==> config.mk <==
export PLATFORM = sky130hd
export DESIGN_NAME = dout_cond_top
export DESIGN_NICKNAME = d
export VERILOG_FILES = /design/src/verilog/dout_pkg.sv /design/src/verilog/dout_cond_top.sv /design/src/verilog/grade_check.sv
export SDC_FILE = /design/constraint.sdc
export NUM_CORES = 1
export LEC_CHECK = 0
export BUFFER_PORTS_ARGS = -buffer_cell sky130_fd_sc_hd__buf_2
export CELL_PAD_IN_SITES_DETAIL_PLACEMENT = 0
export CELL_PAD_IN_SITES_GLOBAL_PLACEMENT = 1
export CORE_MARGIN = 4
export CORE_UTILIZATION = 47
export CTS_CLUSTER_SIZE = 25
export DETAILED_ROUTE_END_ITERATION = 8
export PLACE_DENSITY = 0.8
export SYNTH_ARGS = -nofsm -noshare
export SYNTH_HDL_FRONTEND = slang
export SYNTH_HIERARCHICAL = 1
export SYNTH_SLANG_ARGS = --single-unit
==> constraint.sdc <==
create_clock -name clk -period 4.7 [get_ports clk]
set_input_delay 0.235 -clock clk [delete_from_list [all_inputs] [get_ports clk]]
set_output_delay 0.235 -clock clk [all_outputs]
set_load 0.01 [all_outputs]
==> src/verilog/dout_pkg.sv <==
// Purpose: Constants for the discrete output condition logic.
// Assumes: 250 MHz clock, APB register access, three discrete outputs.
// Notes: Timing constants assume a single clock domain.
package dout_pkg;
    localparam int NUM_OUT = 3;
    localparam int NUM_MET = 7;
    localparam int GRADE_W = 2;
    localparam int THR_W = NUM_MET * GRADE_W;
    // Output-on selector codes
    typedef enum logic [3:0] {
        SEL_MISS_OR_NOREAD = 4'h0,
        SEL_MATCH = 4'h1,
        SEL_MISMATCH = 4'h2,
        SEL_NOREAD = 4'h3,
        SEL_TREND = 4'h4,
        SEL_QUALITY = 4'h5,
        SEL_DIAG = 4'h6,
        SEL_IN_CYCLE = 4'h7,
        SEL_STROBE = 4'h8
    } sel_type;
    // Service timer states
    typedef enum logic [1:0] {
        SVC_COUNT = 2'b00,
        SVC_HOLD = 2'b01
    } svc_state_type;
    // Register byte offsets
    localparam logic [7:0] OUT_STRIDE = 8'h10;
    localparam logic [7:0] OFS_CFG = 8'h00;
    localparam logic [7:0] OFS_DPM_EN = 8'h04;
    localparam logic [7:0] OFS_DPM_THR = 8'h08;
    localparam logic [7:0] OFS_SVC_LIMIT = 8'h30;
    localparam logic [7:0] OFS_SVC_RES = 8'h34;
    localparam logic [7:0] OFS_IRQ_STATUS = 8'h38;
    localparam logic [7:0] OFS_IRQ_MASK = 8'h3c;
    localparam logic [7:0] OFS_STATE = 8'h40;
    // Field positions and widths in the per-output config word and the interrupt words
    localparam int CFG_SEL_LSB = 0;
    localparam int CFG_DIAG_BIT = 4;
    localparam int CFG_SVC_BIT = 5;
    localparam int IRQ_SVC_BIT = 3;
    localparam int IRQ_W = 4;
    // Reset values and the service limit minimum
    localparam logic [3:0] SEL_RST = 4'h0;
    localparam logic [GRADE_W-1:0] GRADE_THR_RST = 2'h2;
    localparam logic [THR_W-1:0] DPM_THR_RST = {NUM_MET{GRADE_THR_RST}};
    localparam logic [15:0] SVC_LIMIT_RST = 16'h012c;
    localparam logic [15:0] SVC_LIMIT_MIN = 16'h0001;
    // Timing
    localparam longint SECOND_NS = 1000000000;
    localparam longint CLK_PERIOD_NS = 4;
    localparam int SEC_CYCLES = int'(SECOND_NS / CLK_PERIOD_NS);
    localparam logic [5:0] SEC_PER_MIN = 6'h3c;
endpackage

==> src/verilog/dout_cond_top.sv <==
// Purpose: Decides when each of three discrete outputs goes active.
// Assumes: APB slave, one wait state; reader inputs synchronous to clk.
// Notes: Service timer is shared; per-output settings are independent.
`timescale 1ns/1ps
module dout_cond_top #(
    parameter int SEC_CYCLES = dout_pkg::SEC_CYCLES
) (
    // Clock and reset
    input wire logic clk,
    input wire logic rst_b,
    // APB slave
    input wire logic [7:0] paddr,
    input wire logic psel,
    input wire logic penable,
    input wire logic pwrite,
    input wire logic [31:0] pwdata,
    output logic [31:0] prdata,
    output logic pready,
    output logic pslverr,
    // Reader events
    input wire logic decode_done,
    input wire logic match,
    input wire logic mismatch,
    input wire logic no_read,
    input wire logic [dout_pkg::NUM_OUT-1:0] trend_event,
    input wire logic in_read_cycle,
    input wire logic capture_active,
    input wire logic diag_warning,
    input wire logic continuous_mode,
    input wire logic [dout_pkg::THR_W-1:0] grade_meas,
    // Discrete outputs and interrupt
    output logic [dout_pkg::NUM_OUT-1:0] discrete_out,
    output logic irq
);
    localparam int N = dout_pkg::NUM_OUT;

    logic [3:0] sel_q [N];
    logic [N-1:0] diag_en_q;
    logic [N-1:0] svc_en_q;
    logic [dout_pkg::NUM_MET-1:0] dpm_en_q [N];
    logic [dout_pkg::THR_W-1:0] dpm_thr_q [N];
    logic [15:0] svc_limit_q;
    logic svc_res_q;
    logic [dout_pkg::IRQ_W-1:0] irq_status_q;
    logic [dout_pkg::IRQ_W-1:0] irq_mask_q;
    logic pready_q;
    logic pslverr_q;
    logic [31:0] prdata_q;
    logic [N-1:0] out_q;
    logic [N-1:0] out_d;
    logic [N-1:0] qual_fail;
    logic [N-1:0] result_q;
    logic irq_q;
    logic [31:0] sec_cnt_q;
    logic [5:0] min_cnt_q;
    logic [15:0] svc_cnt_q;
    dout_pkg::svc_state_type svc_state_q;
    logic sec_tick;
    logic tick;
    logic svc_active;
    logic svc_expire;
    logic wr;
    logic acc;
    logic [31:0] rd_data;
    logic rd_err;

    // Outcome of a decode for the latched selector codes
    function automatic logic decode_result(input logic [3:0] sel, input logic m, input logic mm,
                                           input logic nr, input logic tr);
        case (sel)
            dout_pkg::SEL_MISS_OR_NOREAD: decode_result = mm | nr;
            dout_pkg::SEL_MATCH: decode_result = m;
            dout_pkg::SEL_MISMATCH: decode_result = mm;
            dout_pkg::SEL_NOREAD: decode_result = nr;
            dout_pkg::SEL_TREND: decode_result = tr;
            default: decode_result = 1'b0;
        endcase
    endfunction

    // Per-output register slot in the low address space
    function automatic logic in_out_space(input logic [7:0] a);
        in_out_space = (a < dout_pkg::OFS_SVC_LIMIT) && (a[1:0] == 2'b00) && (a[3:0] <= dout_pkg::OFS_DPM_THR[3:0]);
    endfunction

    assign acc = psel && penable && pready_q;
    assign wr = acc && pwrite;

    // APB handshake: one wait state, then answer from flops
    always_ff @(posedge clk) begin
        if (!rst_b) begin
            pready_q <= 1'b0;
            pslverr_q <= 1'b0;
            prdata_q <= 32'h0000_0000;
        end else if (psel && penable && !pready_q) begin
            pready_q <= 1'b1;
            pslverr_q <= rd_err;
            prdata_q <= pwrite ? 32'h0000_0000 : rd_data;
        end else begin
            pready_q <= 1'b0;
            pslverr_q <= 1'b0;
        end
    end

    // Read decode
    always_comb begin
        rd_data = 32'h0000_0000;
        rd_err = 1'b0;
        if (in_out_space(paddr)) begin
            if (paddr[3:0] == dout_pkg::OFS_CFG[3:0]) begin
                rd_data[5:0] = {svc_en_q[paddr[5:4]], diag_en_q[paddr[5:4]], sel_q[paddr[5:4]]};
            end else if (paddr[3:0] == dout_pkg::OFS_DPM_EN[3:0]) begin
                rd_data[dout_pkg::NUM_MET-1:0] = dpm_en_q[paddr[5:4]];
            end else begin
                rd_data[dout_pkg::THR_W-1:0] = dpm_thr_q[paddr[5:4]];
            end
        end else if (paddr == dout_pkg::OFS_SVC_LIMIT) begin
            rd_data[15:0] = svc_limit_q;
        end else if (paddr == dout_pkg::OFS_SVC_RES) begin
            rd_data[0] = svc_res_q;
        end else if (paddr == dout_pkg::OFS_IRQ_STATUS) begin
            rd_data[dout_pkg::IRQ_W-1:0] = irq_status_q;
        end else if (paddr == dout_pkg::OFS_IRQ_MASK) begin
            rd_data[dout_pkg::IRQ_W-1:0] = irq_mask_q;
        end else if (paddr == dout_pkg::OFS_STATE) begin
            rd_data[N:0] = {svc_active, out_q};
        end else begin
            rd_err = 1'b1;
        end
    end

    // Per-output configuration, one copy per output
    always_ff @(posedge clk) begin
        if (!rst_b) begin
            for (int k = 0; k < N; k++) begin
                sel_q[k] <= dout_pkg::SEL_RST;
                diag_en_q[k] <= 1'b0;
                svc_en_q[k] <= 1'b0;
                dpm_en_q[k] <= '0;
                dpm_thr_q[k] <= dout_pkg::DPM_THR_RST;
            end
        end else if (wr && in_out_space(paddr)) begin
            if (paddr[3:0] == dout_pkg::OFS_CFG[3:0]) begin
                if (pwdata[3:0] <= dout_pkg::SEL_STROBE) begin
                    sel_q[paddr[5:4]] <= pwdata[3:0];
                end
                diag_en_q[paddr[5:4]] <= pwdata[dout_pkg::CFG_DIAG_BIT];
                svc_en_q[paddr[5:4]] <= pwdata[dout_pkg::CFG_SVC_BIT];
            end else if (paddr[3:0] == dout_pkg::OFS_DPM_EN[3:0]) begin
                dpm_en_q[paddr[5:4]] <= pwdata[dout_pkg::NUM_MET-1:0];
            end else begin
                dpm_thr_q[paddr[5:4]] <= pwdata[dout_pkg::THR_W-1:0];
            end
        end
    end

    // Service timer settings; a zero limit is raised to the minimum
    always_ff @(posedge clk) begin
        if (!rst_b) begin
            svc_limit_q <= dout_pkg::SVC_LIMIT_RST;
            svc_res_q <= 1'b0;
        end else if (wr && paddr == dout_pkg::OFS_SVC_LIMIT) begin
            svc_limit_q <= (pwdata[15:0] == 16'h0000) ? dout_pkg::SVC_LIMIT_MIN : pwdata[15:0];
        end else if (wr && paddr == dout_pkg::OFS_SVC_RES) begin
            svc_res_q <= pwdata[0];
        end
    end

    // Second and minute prescalers
    always_ff @(posedge clk) begin
        if (!rst_b) begin
            sec_cnt_q <= 32'h0000_0000;
            min_cnt_q <= 6'h00;
        end else begin
            sec_cnt_q <= sec_tick ? 32'h0000_0000 : sec_cnt_q + 32'h0000_0001;
            if (sec_tick) begin
                min_cnt_q <= (min_cnt_q == dout_pkg::SEC_PER_MIN - 6'h01) ? 6'h00 : min_cnt_q + 6'h01;
            end
        end
    end

    assign sec_tick = (sec_cnt_q == 32'(SEC_CYCLES - 1));
    assign tick = sec_tick && (!svc_res_q || min_cnt_q == dout_pkg::SEC_PER_MIN - 6'h01);
    assign svc_active = (svc_state_q == dout_pkg::SVC_HOLD);
    assign svc_expire = (svc_state_q == dout_pkg::SVC_COUNT) && tick && (svc_cnt_q + 16'h0001 >= svc_limit_q);

    // Service timer: count increments, then hold active for one increment
    always_ff @(posedge clk) begin
        if (!rst_b) begin
            svc_state_q <= dout_pkg::SVC_COUNT;
            svc_cnt_q <= 16'h0000;
        end else begin
            case (svc_state_q)
                dout_pkg::SVC_COUNT: begin
                    if (svc_expire) begin
                        svc_state_q <= dout_pkg::SVC_HOLD;
                        svc_cnt_q <= 16'h0000;
                    end else if (tick) begin
                        svc_cnt_q <= svc_cnt_q + 16'h0001;
                    end
                end
                dout_pkg::SVC_HOLD: begin
                    if (tick) begin
                        svc_state_q <= dout_pkg::SVC_COUNT;
                    end
                end
                default: begin
                    svc_state_q <= dout_pkg::SVC_COUNT;
                end
            endcase
        end
    end

    // Per-output condition logic
    for (genvar j = 0; j < N; j++) begin : g_out
        grade_check u_grade (
            .clk(clk),
            .rst_b(rst_b),
            .sample(decode_done),
            .en(dpm_en_q[j]),
            .thr(dpm_thr_q[j]),
            .grade(grade_meas),
            .fail_q(qual_fail[j])
        );

        // Decode outcome held until the next decode
        always_ff @(posedge clk) begin
            if (!rst_b) begin
                result_q[j] <= 1'b0;
            end else if (decode_done) begin
                result_q[j] <= decode_result(sel_q[j], match, mismatch, no_read, trend_event[j]);
            end
        end

        // Diagnostic mode wins; else selector, plus service pulse
        always_comb begin
            logic sel_hit;
            sel_hit = 1'b0;
            case (sel_q[j])
                dout_pkg::SEL_QUALITY: sel_hit = qual_fail[j];
                dout_pkg::SEL_DIAG: sel_hit = diag_warning;
                dout_pkg::SEL_IN_CYCLE: sel_hit = in_read_cycle;
                dout_pkg::SEL_STROBE: sel_hit = capture_active;
                default: sel_hit = result_q[j];
            endcase
            if (diag_en_q[j]) begin
                out_d[j] = diag_warning;
            end else begin
                // Continuous mode is gated here too, though the host should never combine them
                out_d[j] = sel_hit || (svc_en_q[j] && svc_active && !continuous_mode);
            end
        end

        property p_diag_on;
            @(posedge clk) disable iff (!rst_b) diag_en_q[j] && diag_warning |=> out_q[j];
        endproperty
        a_diag_on: assert property (p_diag_on) else $error("diag warning not driven");

        property p_diag_off;
            @(posedge clk) disable iff (!rst_b) diag_en_q[j] && !diag_warning |=> !out_q[j];
        endproperty
        a_diag_off: assert property (p_diag_off) else $error("output held with no warning");

        property p_strobe;
            @(posedge clk) disable iff (!rst_b)
                !diag_en_q[j] && !svc_en_q[j] && sel_q[j] == dout_pkg::SEL_STROBE |=> out_q[j] == $past(capture_active);
        endproperty
        a_strobe: assert property (p_strobe) else $error("strobe not tied to capture");

        property p_svc_out;
            @(posedge clk) disable iff (!rst_b)
                !diag_en_q[j] && svc_en_q[j] && svc_active && !continuous_mode |=> out_q[j];
        endproperty
        a_svc_out: assert property (p_svc_out) else $error("service expiry not driven");

        property p_sel_range;
            @(posedge clk) disable iff (!rst_b) sel_q[j] <= dout_pkg::SEL_STROBE;
        endproperty
        a_sel_range: assert property (p_sel_range) else $error("selector out of range");

        property p_reset_cfg;
            @(posedge clk) !rst_b |=> dpm_en_q[j] == '0 && dpm_thr_q[j] == dout_pkg::DPM_THR_RST && sel_q[j] == 4'h0;
        endproperty
        a_reset_cfg: assert property (p_reset_cfg) else $error("bad reset config");
    end

    // Outputs, sticky status with set winning over clear, interrupt
    always_ff @(posedge clk) begin
        if (!rst_b) begin
            out_q <= '0;
            irq_status_q <= '0;
            irq_mask_q <= '0;
            irq_q <= 1'b0;
        end else begin
            out_q <= out_d;
            irq_status_q <= (irq_status_q & ~((wr && paddr == dout_pkg::OFS_IRQ_STATUS) ?
                             pwdata[dout_pkg::IRQ_W-1:0] : 4'h0)) | {svc_expire, out_d & ~out_q};
            if (wr && paddr == dout_pkg::OFS_IRQ_MASK) begin
                irq_mask_q <= pwdata[dout_pkg::IRQ_W-1:0];
            end
            irq_q <= |(irq_status_q & irq_mask_q);
        end
    end

    assign prdata = prdata_q;
    assign pready = pready_q;
    assign pslverr = pslverr_q;
    assign discrete_out = out_q;
    assign irq = irq_q;

    property p_hold_one_tick;
        @(posedge clk) disable iff (!rst_b) svc_active && tick |=> !svc_active;
    endproperty
    a_hold_one_tick: assert property (p_hold_one_tick) else $error("service hold too long");

    property p_hold_start;
        @(posedge clk) disable iff (!rst_b) svc_expire |=> svc_active && svc_cnt_q == 16'h0000;
    endproperty
    a_hold_start: assert property (p_hold_start) else $error("service hold missing");

    property p_limit_min;
        @(posedge clk) disable iff (!rst_b) svc_limit_q >= dout_pkg::SVC_LIMIT_MIN;
    endproperty
    a_limit_min: assert property (p_limit_min) else $error("service limit below one");

    c_svc: cover property (@(posedge clk) disable iff (!rst_b) svc_expire);
    c_diag: cover property (@(posedge clk) disable iff (!rst_b) diag_en_q[0] && diag_warning ##1 !diag_warning);
    c_quality: cover property (@(posedge clk) disable iff (!rst_b) qual_fail[1] && sel_q[1] == dout_pkg::SEL_QUALITY);
    c_irq: cover property (@(posedge clk) disable iff (!rst_b) $rose(irq_q));
endmodule // dout_cond_top

==> src/verilog/grade_check.sv <==
// Purpose: One direct-mark grade check set for one discrete output.
// Assumes: Grades are sampled on a one-cycle decode strobe.
// Notes: Result holds until the next decode.
`timescale 1ns/1ps
module grade_check (
    // Clock and reset
    input wire logic clk,
    input wire logic rst_b,
    // Check configuration and measurement
    input wire logic sample,
    input wire logic [dout_pkg::NUM_MET-1:0] en,
    input wire logic [dout_pkg::THR_W-1:0] thr,
    input wire logic [dout_pkg::THR_W-1:0] grade,
    // Combined result
    output logic fail_q
);
    logic [dout_pkg::NUM_MET-1:0] below;

    // Per-metric compare against its threshold grade
    for (genvar i = 0; i < dout_pkg::NUM_MET; i++) begin : g_met
        assign below[i] = en[i] && (grade[i*2 +: 2] < thr[i*2 +: 2]);
    end

    // OR of enabled results, caught once per decode
    always_ff @(posedge clk) begin
        if (!rst_b) begin
            fail_q <= 1'b0;
        end else if (sample) begin
            fail_q <= |below;
        end
    end

    property p_fail_on_low;
        @(posedge clk) disable iff (!rst_b) sample && (|below) |=> fail_q;
    endproperty
    a_fail_on_low: assert property (p_fail_on_low) else $error("grade below threshold not flagged");

    property p_no_fail_clean;
        @(posedge clk) disable iff (!rst_b) sample && !(|below) |=> !fail_q ##1 ($past(sample) || !fail_q);
    endproperty
    a_no_fail_clean: assert property (p_no_fail_clean) else $error("false quality fail");
endmodule // grade_check

==> impl_metrics.py, run 1 <==
metrics = {
    "sta": {
        "setup_tns_ns": 0,
        "period_minus_slack_ns": 3.98,
        "rsz0062_at_grt": "no",
        "final-max-slew-violation-count": 0,
        "finalSetupViolCount": 0,
        "slew_headroom": 0.282,
        "hold_violations": 0,
        "hold_ws_ns": 0.0232,
        "skew_ns": 0.0154,
        "clock.fmax_ghz": 0.251,
        "worst_pin_slew_ns": 1.07,
        "finalCritPeriodShare": 0.847,
    },
    "worst_setup_path": {
        "startpoint": "svc_cnt_q[2]",
        "crit_path_start_kind": "register",
        "path_class": "register to register",
        "slowest_stage": "a311o_1",
        "cp-endpoint": "svc_cnt_q[15]",
        "cp_slowest_stage_delay_ns": 0.57,
        "crit_fanout": 16,
        "critPathCaptureType": "register",
        "path_cells": "and4_1 > and3_1 > nand2_1 > nor3_1 > xnor2_1 > inv_1 > ha_1 > a21o_1 > a221oi_1 > a21boi_0 > a311o_1 > buf_4 > a31oi_1 > o21ai_0",
        "rrSetupSlack_ns": 0.72,
        "arrival_ns": 4.41,
        "cp.required_ns": 5.13,
        "regToRegEndpoint": "svc_cnt_q[15]",
        "r2r-start": "svc_cnt_q[2]",
        "r2r.worst_path.cells": 14,
    },
    "global_routing": {
        "top_usage_layer": "met2",
        "grt_usage": 0.220,
        "use_met1": 0.319,
        "grt_use_met2": 0.346,
        "grt_remaining_overflow": 0,
        "grt_max_degree": 50,
        "grt_util_met3": 0.0375,
        "grt_pass1_wl_mm": 45.9,
        "first_global_vias": 8237,
        "antenna_found_initial": 0,
    },
    "synth": {
        "ys.flop_type": "dfxtp_1",
        "syn_area_um2": 11200,
        "synth.distinct_cells": 65,
        "synthCells": 1144,
        "synthArstFlopShare": 0,
        "seq_area_frac_synth": 0.460,
        "synth_edf_count": 96,
        "syn_avg_cell_area_um2": 9.82,
        "synth_warnings": 6,
        "synth-seq-cells": 210,
    },
    "clocking": {
        "insertion_delay_ns": 0.52,
        "clockBufferDepth": 3,
        "numCtsBuffers": 25,
        "cts-htree-levels": 1,
        "cts_num_sinks": 210,
        "ctsResizeCount": 0,
        "cts_tree": "yes",
        "cts-root-buf": "clkbuf_16",
        "clk_pin_slew_ns": 0.06,
    },
    "routing": {
        "drc": 0,
        "first_iter_violations": 657,
        "drt_first_pass_iters": 5,
        "viasPerCell": 5.49,
        "ant_nets": 0,
        "routed_wirelength_mm": 29.4,
        "wl_per_cell_um": 18.8,
        "route.vias.total": 8589,
    },
    "die": {
        "fp.dieH_um": 163,
        "start_util": 0.479,
        "die_x_um": 163,
        "die_area_um2": 26400,
        "fp-row-count": 56,
        "ioPinCount": 108,
        "core_um2": 23500,
    },
    "pwr": {
        "p_leak_nw": 4.97,
        "power_mw": 4.08,
        "p_per_area_nw_per_um2": 321,
        "vdd_drop_max_v": 0.000217,
    },
    "min_path": {
        "hold_class": "primary input to register",
    },
    "placement": {
        "gp_congestion": 0.855,
        "hpwl_mm": 20.8,
        "placed_cells": 1512,
        "io_buffer_count": 75,
    },
    "cells_and_area": {
        "syn_to_final_growth_pct": 13.1,
        "finalNetCount": 1337,
        "fill_cells": 2164,
        "antenna_cells": 0,
        "fin_cells": 1565,
        "drive_gt1_frac": 0.128,
    },
    "run": {
        "cap_viol_max_count": 0,
    },
    "status": {
        "status": "complete, no violations",
    },
}
==> state kept, by name (all words and copies together), names as in the netlist, 3 cells and up <==
name and count:
dpm_thr_q 54, sec_cnt_q 32, dpm_en_q 26, prdata 16, sel_q 16, svc_cnt_q 16
svc_limit_q 16, min_cnt_q 6, irq_mask_q 4, irq_status_q 4, diag_en_q 3, discrete_out 3
g_out.u_grade/fail_q 3, result_q 3, svc_en_q 3
==> what timing repair did <==
action | 4_1_cts | 5_1_grt
buffers inserted | 0 | 0
hold buffers | 7 | 0
endpoints found under the hold margin | 7 | 0
==> worst min path at each step <==
| stage | endpoint | start | depth (start not counted) | slack, ns |
|---|---|---|---|---|
| 2_1_floorplan | dpm_en_q[3][0] | pwdata[0] | 0 | 0.33 |
| 3_3_place_gp | sec_cnt_q[0] | sec_cnt_q[0] | 1 | 0.43 |
| 3_5_place_dp | sec_cnt_q[0] | sec_cnt_q[0] | 1 | 0.44 |
| 4_1_cts | dpm_thr_q[3][13] | pwdata[13] | 1 | 0.03 |
| 5_1_grt | dpm_thr_q[3][12] | pwdata[12] | 1 | 0.03 |
| 6_report | dpm_thr_q[3][13] | pwdata[13] | 1 | 0.02 |
==> cell usage after synthesis (all sizes together) (3+ instances only) <==
cell type / n / share of area
o21a: 7 / 0.0047
and4: 10 / 0.0080
nor2b: 39 / 0.022
mux4: 21 / 0.042
o31ai: 4 / 0.0027
nand4: 25 / 0.014
and2: 67 / 0.037
a22o: 17 / 0.013
dfxtp: 114 / 0.20
clkbuf: 37 / 0.012
nand4b: 3 / 0.0037
a221oi: 5 / 0.0039
a32oi: 6 / 0.0047
a31oi: 17 / 0.0095
o22ai: 3 / 0.0017
nor2: 67 / 0.022
o21ai: 60 / 0.027
a21oi: 26 / 0.012
and3: 14 / 0.0078
mux2: 8 / 0.0080
mux2i: 23 / 0.020
nor4: 10 / 0.0056
nand2: 89 / 0.030
o211ai: 7 / 0.0047
edfxtp: 96 / 0.26
buf: 35 / 0.018
ha: 40 / 0.045
a32o: 3 / 0.0027
nor4b: 4 / 0.0031
xor2: 20 / 0.016
nor3: 16 / 0.0076
xnor2: 20 / 0.016
nand2b: 53 / 0.030
or2: 3 / 0.0017
inv: 78 / 0.026
a21boi: 21 / 0.014
a22oi: 14 / 0.0094
or3: 8 / 0.0045
nand3: 30 / 0.013
==> cells by family after synthesis <==
group           count (synthesis)  synth area share
simple gates                  445             0.215
flops                         210             0.460
compound gates                206             0.122
buf+inv                       150            0.0569
mux                            52            0.0706
fa+ha+maj                      40            0.0445
xor+xnor                       40            0.0312
other cells                     1          0.000334
==> area by class of cell <==
| type | count | area [um^2] | share of cell area |
|---|---|---|---|
| Timing Repair Buffer | 92 | 520 | 0.0409 |
| Inverter | 78 | 293 | 0.0230 |
| Tap cell | 319 | 399 | 0.0314 |
| Clock inverter | 11 | 85.1 | 0.00669 |
| Clock buffer | 35 | 683 | 0.0537 |
| Multi-Input combinational cell | 820 | 5570 | 0.438 |
| Sequential cell | 210 | 5160 | 0.406 |
==> worst max-delay path, delay by kind of cell (launching register included) <==
| kind | cells | cell delay (ns) |
|---|---|---|
| DFF | 1 | 0.45 |
| buffers and inverters | 2 | 0.37 |
| and+or+nand+nor | 4 | 0.97 |
| AOI/OAI and AO/OA | 6 | 1.64 |
| adders and majority gates | 1 | 0.29 |
| xor gates and xnor gates | 1 | 0.17 |
==> report_power, final <==
group	leakage (nW)	internal (mW)	switching, mW
Sequential	1.84	1.95	0.0272
Clock	0.380	1.07	0.759
Combinational	2.75	0.0990	0.170
==> layout by cell type (no fill, tap or decap), drive strengths merged, types with 4 or more instances in the layout <==
cell type	instances
nor2b	39
nor3	16
and3	14
xnor2	20
clkinv	8
edfxtp	96
dfxtp	114
and4	10
nand2	89
conb	37
nor2	67
and2	67
inv	79
a31oi	17
dlygate4sd3	7
mux2i	23
a21boi	21
a21oi	26
a32oi	6
or3	8
nand3	30
clkbuf	35
o211ai	7
buf	85
o31ai	4
o21a	7
a22o	17
xor2	20
mux4	21
o21ai	60
nor4	10
ha	40
nand2b	53
a221oi	5
nand4	25
mux2	8
nor4b	4
a22oi	14
==> through the flow <==
stage / utilization / setup WS, ns / instance area (um^2)
finish: 0.542 / 0.718 / 12700
detailed placement: 0.506 / 0.836 / 11900
global route: 0.542 / 0.393 / 12700
global placement: 0.506 / 1.00 / 11900
floorplan: - / 1.37 / 11400
CTS: 0.542 / 0.784 / 12700
==> per-layer routing <==
metal | share of wire | vias to the layer above
met5 | 0 | -
met1 | 0.46 | 4101
li1 | - | 4196
met4 | 0.019 | 0
met2 | 0.45 | 258
met3 | 0.066 | 34
Note: power is estimated with default switching activity, not from simulation.
==> run 2: changes to the inputs <==
--- a/config.mk
+++ b/config.mk
@@ -9,10 +9,10 @@
 export CELL_PAD_IN_SITES_DETAIL_PLACEMENT = 0
 export CELL_PAD_IN_SITES_GLOBAL_PLACEMENT = 1
 export CORE_MARGIN = 4
-export CORE_UTILIZATION = 47
+export CORE_UTILIZATION = 42
 export CTS_CLUSTER_SIZE = 25
 export DETAILED_ROUTE_END_ITERATION = 8
-export PLACE_DENSITY = 0.8
+export PLACE_DENSITY = 0.75
 export SYNTH_ARGS = -nofsm -noshare
 export SYNTH_HDL_FRONTEND = slang
 export SYNTH_HIERARCHICAL = 1
==> constraint.sdc (replaced) <==
create_clock -name clk -period 3.55 [get_ports clk]
set_input_delay 0.1775 -clock clk [delete_from_list [all_inputs] [get_ports clk]]
set_output_delay 0.1775 -clock clk [all_outputs]
set_load 0.01 [all_outputs]
==> run 2 against run 1 <==
Against the previous run:
- utilization shrank 4.8 points
- largest cell class unchanged
- first-iteration DRC count is 9.0% higher
- largest power group unchanged
- hold slack improved by 0.026 ns
==> impl_metrics.py, run 2 (synthesized netlist as in run 1, its figures left out) <==
metrics = {
    "cells_and_area": {
        "antenna_cells": 0,
        "final_cell_mix": "dfxtp_1 (113), edfxtp_1 (96), nand2_1 (89)",
        "final_common_cell": "dfxtp_1",
        "largestRegisters": "dpm_thr_q: 54 flops, sec_cnt_q: 32 flops, dpm_en_q: 26 flops",
        "finalNetCount": 1352,
        "largest_register_ffs": 54,
        "drive_gt1_frac": 0.140,
        "design_area_um2": 12900,
        "top_register": "dpm_thr_q",
        "syn_to_final_growth_pct": 15.2,
    },
    "pwr": {
        "combPwrFrac": 0.065,
        "vdd_drop_max_v": 0.000390,
        "p_clk_frac": 0.466,
        "power.switching_mw": 1.28,
        "p_leak_nw": 5.08,
        "p_sw_frac": 0.229,
        "sequentialPowerShare": 0.468,
        "p_per_area_nw_per_um2": 432,
        "p_int_mw": 4.31,
    },
    "worst_setup_path": {
        "cp.required_ns": 4.01,
        "path_class": "register to register",
        "arrival_ns": 3.67,
        "critPathCaptureType": "register",
        "crit_fanout": 18,
        "crit_path_start_kind": "register",
    },
    "sta": {
        "setup_tns_ns": 0,
        "fin_ws_ns": 0.342,
        "finalSetupViolCount": 0,
        "hold_violations": 0,
        "final-max-slew-violation-count": 0,
        "skew_ns": 0.0257,
        "finalCritPeriodShare": 0.904,
        "period_minus_slack_ns": 3.21,
        "rsz0062_at_grt": "no",
        "worst_pin_slew_ns": 0.963,
        "clock.fmax_ghz": 0.312,
        "slew_headroom": 0.358,
    },
    "die": {
        "die_x_um": 172,
        "die_area_um2": 29400,
        "fp-row-count": 59,
        "start_util": 0.429,
        "ioPinCount": 108,
        "core_um2": 26200,
        "fp.dieH_um": 172,
    },
    "global_routing": {
        "grt_usage": 0.206,
        "antenna_found_initial": 0,
        "grt_remaining_overflow": 0,
        "grt_pass1_wl_mm": 47.4,
        "grt_max_degree": 30,
        "first_global_vias": 8211,
    },
    "placement": {
        "gp_congestion": 0.828,
        "dp_slack_ns": 0.329,
        "io_buffer_count": 75,
        "hpwl_mm": 21.9,
        "placed_cell_area_um2": 12000,
    },
    "routing": {
        "wl_per_cell_um": 18.9,
        "drt_first_pass_iters": 5,
        "routed_wirelength_mm": 30.2,
        "first_iter_violations": 716,
        "viasPerCell": 5.43,
        "route.vias.total": 8666,
        "drc": 0,
        "ant_nets": 0,
    },
    "clocking": {
        "insertion_delay_ns": 0.53,
        "cts_setup_buffers": 0,
        "clk_pin_slew_ns": 0.06,
        "clockBufferDepth": 3,
        "cts-htree-levels": 1,
        "cts-root-buf": "clkbuf_16",
        "cts_tree": "yes",
        "numCtsBuffers": 25,
        "cts_num_sinks": 210,
    },
    "min_path": {
        "hold_class": "primary input to register",
    },
    "status": {
        "status": "complete, no violations",
    },
    "run": {
        "cap_viol_max_count": 0,
    },
}
==> run 2: cell types whose count changed in the layout (fill, tap and decap cells not counted) <==
cell,before,now
dfxtp_1,114,113
bufinv_16,1,3
buf_12,0,1
clkbuf_1,8,1
clkinv_1,1,5
dlygate4sd3_1,7,9
buf_4,10,22
clkbuf_4,0,1
clkinvlp_4,1,2
clkbuf_8,2,4
clkinv_2,7,4
dfxtp_2,0,1
==> run 2: worst max-delay path, stage by stage (launching register included) <==
cell      delay, ns
dfxtp_1        0.40
and4_1         0.28
and3_1         0.21
nand2_1        0.12
nor3_1         0.19
xnor2_1        0.17
inv_1          0.07
ha_1           0.29
a21o_1         0.16
a221oi_1       0.35
a21boi_0       0.23
a311o_1        0.16
buf_4          0.23
a31oi_1        0.11
o21ai_0        0.18
==> run 2: final cells by class <==
class                      count  area [um^2]
clock buffer                  31          692
clock inverter                15          153
fill                        2430        13300
inverter                      78          293
multi-input combinational    820         5570
sequential                   210         5170
tap                          335          419
timing repair buffer         107          651
==> run 2: power by group through the flow <==
stage / Combinational [mW] / Clock (mW) / Sequential [mW]
4_1_cts: 0.368 / 2.66 / 2.62
3_3_place_gp: 0.356 / 0 / 2.67
3_5_place_dp: 0.359 / 0 / 2.67
2_1_floorplan: 0.224 / 0 / 2.65
6_report: 0.366 / 2.61 / 2.62
5_1_grt: 0.402 / 2.77 / 2.62
==> run 2: metal layers <==
| layer | up-vias | GRT usage | wire (um) |
|---|---|---|---|
| met3 | 47 | 0.0267 | 1500 |
| li1 | 4226 | - | - |
| met2 | 211 | 0.322 | 13500 |
| met4 | 0 | 0.0472 | 671 |
| met5 | - | 0 | 0 |
| met1 | 4182 | 0.305 | 14500 |
==> run 2: repair_timing <==
action | CTS | global route
setup endpoints to repair | 0 | 3
hold buffers | 9 | 0
endpoints found under the hold margin | 17 | 0
resized for setup | 0 | 1
==> run 2: final timing paths <==
check / slack, ns / endpoint / depth (start not counted) / from
setup / recovery: 0.34 / svc_cnt_q[7] / 14 / svc_cnt_q[3]
hold / removal: 0.05 / svc_limit_q[6] / 3 / pwdata[6]
setup reg to reg: 0.34 / svc_cnt_q[7] / 14 / svc_cnt_q[3]
hold reg to reg: 0.45 / sec_cnt_q[0] / 1 / sec_cnt_q[0]
==> run 2: through the flow <==
stage | util | power (mW) | instances | hold slack [ns]
after CTS | 0.494 | 5.65 | 1596 | 0.0341
after detailed placement | 0.458 | 3.03 | 1541 | 0.442
after global placement | 0.458 | 3.03 | 1541 | 0.432
final | 0.494 | 5.59 | 1596 | 0.0487
after global routing | 0.494 | 5.80 | 1596 | 0.0549
after floorplan | - | 2.88 | 1180 | 0.276
==> run 3: changes to the inputs <==
--- a/config.mk
+++ b/config.mk
@@ -9,10 +9,10 @@
 export CELL_PAD_IN_SITES_DETAIL_PLACEMENT = 0
 export CELL_PAD_IN_SITES_GLOBAL_PLACEMENT = 1
 export CORE_MARGIN = 4
-export CORE_UTILIZATION = 42
+export CORE_UTILIZATION = 47
 export CTS_CLUSTER_SIZE = 25
 export DETAILED_ROUTE_END_ITERATION = 8
-export PLACE_DENSITY = 0.75
+export PLACE_DENSITY = 0.8
 export SYNTH_ARGS = -nofsm -noshare
 export SYNTH_HDL_FRONTEND = slang
 export SYNTH_HIERARCHICAL = 1
==> constraint.sdc (replaced) <==
create_clock -name clk -period 3.3 [get_ports clk]
set_input_delay 0.165 -clock clk [delete_from_list [all_inputs] [get_ports clk]]
set_output_delay 0.165 -clock clk [all_outputs]
set_load 0.01 [all_outputs]
==> run 3 against run 2 <==
Against the previous run:
- final cell count is 0.44% lower
- combinational power is 9.3% higher
- via count is 0.18% higher
- global-route usage is 2.0 points higher
- final area is 0.28% higher
- clock-buffer cell count is 1 higher
==> impl_metrics.py, run 3 (synthesized netlist as in run 1, its figures left out) <==
metrics = {
    "cells_and_area": {
        "final_cell_mix": "dfxtp_1 (111), edfxtp_1 (96), nand2_1 (89)",
        "antenna_cells": 0,
        "fin_cells": 1589,
        "syn_to_final_growth_pct": 15.5,
        "final_common_cell": "dfxtp_1",
        "top_register": "dpm_thr_q",
        "finalNetCount": 1362,
        "drive_gt1_frac": 0.150,
        "largest_register_ffs": 54,
        "largestRegisters": "dpm_thr_q: 54 flops, sec_cnt_q: 32 flops, dpm_en_q: 26 flops",
    },
    "sta": {
        "setup_tns_ns": 0,
        "finalCritPeriodShare": 0.942,
        "fin_ws_ns": 0.190,
        "finalSetupViolCount": 0,
        "skew_ns": 0.00879,
        "period_minus_slack_ns": 3.11,
        "final-max-slew-violation-count": 0,
        "slew_headroom": 0.490,
        "hold_violations": 0,
        "worst_pin_slew_ns": 0.764,
        "clock.fmax_ghz": 0.322,
    },
    "worst_setup_path": {
        "cp_num_cells": 14,
        "cp.required_ns": 3.71,
        "cp_top_family": "compound AO/OA/AOI/OAI gates",
        "arrival_ns": 3.52,
        "critPathCaptureType": "register",
        "r2r.worst_path.cells": 14,
        "path_class": "register to register",
        "r2r-start": "svc_cnt_q[3]",
        "regToRegEndpoint": "svc_cnt_q[0]",
        "path_common_cell": "nand2_1",
        "crit_fanout": 27,
        "rrSetupSlack_ns": 0.19,
        "crit_buf_inv": 2,
        "path_cells": "and4_4 > and3_1 > nand2_1 > nor3_2 > xnor2_1 > inv_1 > ha_1 > a21o_1 > a221oi_2 > a21boi_1 > a311o_1 > buf_12 > nand2_1 > o31ai_1",
        "crit_path_start_kind": "register",
        "cp_slowest_stage_delay_ns": 0.38,
        "slowest_stage": "dfxtp_2",
    },
    "run": {
        "cap_viol_max_count": 0,
    },
    "die": {
        "core_um2": 23500,
        "fp.dieH_um": 163,
        "fp-row-count": 56,
        "die_x_um": 163,
        "die_area_um2": 26400,
        "ioPinCount": 108,
        "start_util": 0.479,
    },
    "pwr": {
        "p_int_mw": 4.54,
        "power.switching_mw": 1.35,
        "vdd_drop_max_v": 0.000427,
        "sequentialPowerShare": 0.478,
        "p_clk_frac": 0.454,
        "p_leak_nw": 5.11,
        "power_mw": 5.89,
        "p_per_area_nw_per_um2": 454,
        "combPwrFrac": 0.068,
        "p_sw_frac": 0.230,
    },
    "routing": {
        "ant_nets": 0,
        "route.vias.total": 8682,
        "wl_per_cell_um": 18.8,
        "viasPerCell": 5.46,
        "drc": 0,
        "drt_first_pass_iters": 4,
        "routed_wirelength_mm": 29.9,
        "first_iter_violations": 792,
    },
    "status": {
        "status": "complete, no violations",
    },
    "global_routing": {
        "grt_max_degree": 51,
        "antenna_found_initial": 0,
        "grt_pass1_wl_mm": 47.2,
        "grt_usage": 0.225,
        "grt_remaining_overflow": 0,
        "first_global_vias": 8324,
    },
    "min_path": {
        "hold_class": "primary input to register",
        "whs_endpoint": "svc_limit_q[6]",
        "min_path_cells": 3,
        "min-delay-start": "pwdata[6]",
    },
    "clocking": {
        "clockBufferDepth": 3,
        "clk_pin_slew_ns": 0.06,
        "cts-root-buf": "clkbuf_16",
        "cts_tree": "yes",
        "cts_num_sinks": 210,
        "cts_setup_buffers": 0,
        "cts-htree-levels": 1,
        "numCtsBuffers": 24,
        "insertion_delay_ns": 0.51,
    },
    "placement": {
        "gp_congestion": 0.850,
        "io_buffer_count": 75,
        "placed_cells": 1536,
        "dp_slack_ns": 0.0988,
        "hpwl_mm": 21.2,
    },
}
-- run 3: changes by cell type in the layout (fill, tap and decap cells not counted), sizes merged --
cell / change
buf: +11
bufinv: -1
clkbuf: +1
clkinv: -2
clkinvlp: +1
inv: -1
-- run 3: worst max path at each step --
stage                            start        endpoint  slack [ns]
after floorplan           svc_cnt_q[2]    svc_cnt_q[7]        0.08
after global placement    svc_cnt_q[3]  svc_state_q[0]        0.19
after detailed placement  svc_cnt_q[3]  svc_state_q[0]         0.1
after global routing      svc_cnt_q[3]    svc_cnt_q[0]       -0.03
after CTS                 svc_cnt_q[3]    svc_cnt_q[0]        0.04
final                     svc_cnt_q[3]    svc_cnt_q[0]        0.19
-- run 3: repair_timing --
item                                    in CTS  in global routing
endpoints found under the setup margin       0                 18
gates resized for setup                      0                  8
hold buffers                                 9                  0
hold endpoints to repair                    16                  0
-- run 3: worst reg2reg max path, cell delays in order (launching register included) --
cell and delay (ns):
dfxtp_2 0.38, and4_4 0.25, and3_1 0.19, nand2_1 0.13
nor3_2 0.15, xnor2_1 0.16, inv_1 0.07, ha_1 0.29
a21o_1 0.17, a221oi_2 0.30, a21boi_1 0.22, a311o_1 0.19
buf_12 0.19, nand2_1 0.11, o31ai_1 0.23
-- run 3: power by group through the flow --
stage                     clock network, mW  registers [mW]  logic, mW
after floorplan                           0            2.86      0.241
after global placement                    0            2.87      0.387
after detailed placement                  0            2.87      0.389
after CTS                              2.73            2.82      0.399
after global routing                   2.84            2.82      0.438
final                                  2.67            2.82      0.400
-- run 3: layer usage --
layer / wire, um / vias up / GRT usage
li1: - / 4246 / -
met1: 14000 / 4144 / 0.330
met2: 13400 / 259 / 0.358
met3: 1970 / 33 / 0.0329
met4: 537 / 0 / 0.0484
met5: 0 / - / 0
-- run 3: stage by stage --
| stage | hold WS, ns | cell area (um^2) | utilization |
|---|---|---|---|
| finish | 0.0222 | 13000 | 0.553 |
| detailed placement | 0.438 | 12100 | 0.514 |
| CTS | 0.00929 | 13000 | 0.552 |
| global placement | 0.433 | 12100 | 0.514 |
| floorplan | 0.264 | 11400 | - |
| global route | 0.0313 | 13000 | 0.553 |
-- run 3: cell type report --
class | count | area, um^2
fill | 2125 | 10500
multi-input combinational | 820 | 5590
sequential | 210 | 5170
timing repair buffer | 118 | 733
clock buffer | 32 | 682
tap | 319 | 399
inverter | 78 | 293
clock inverter | 12 | 115
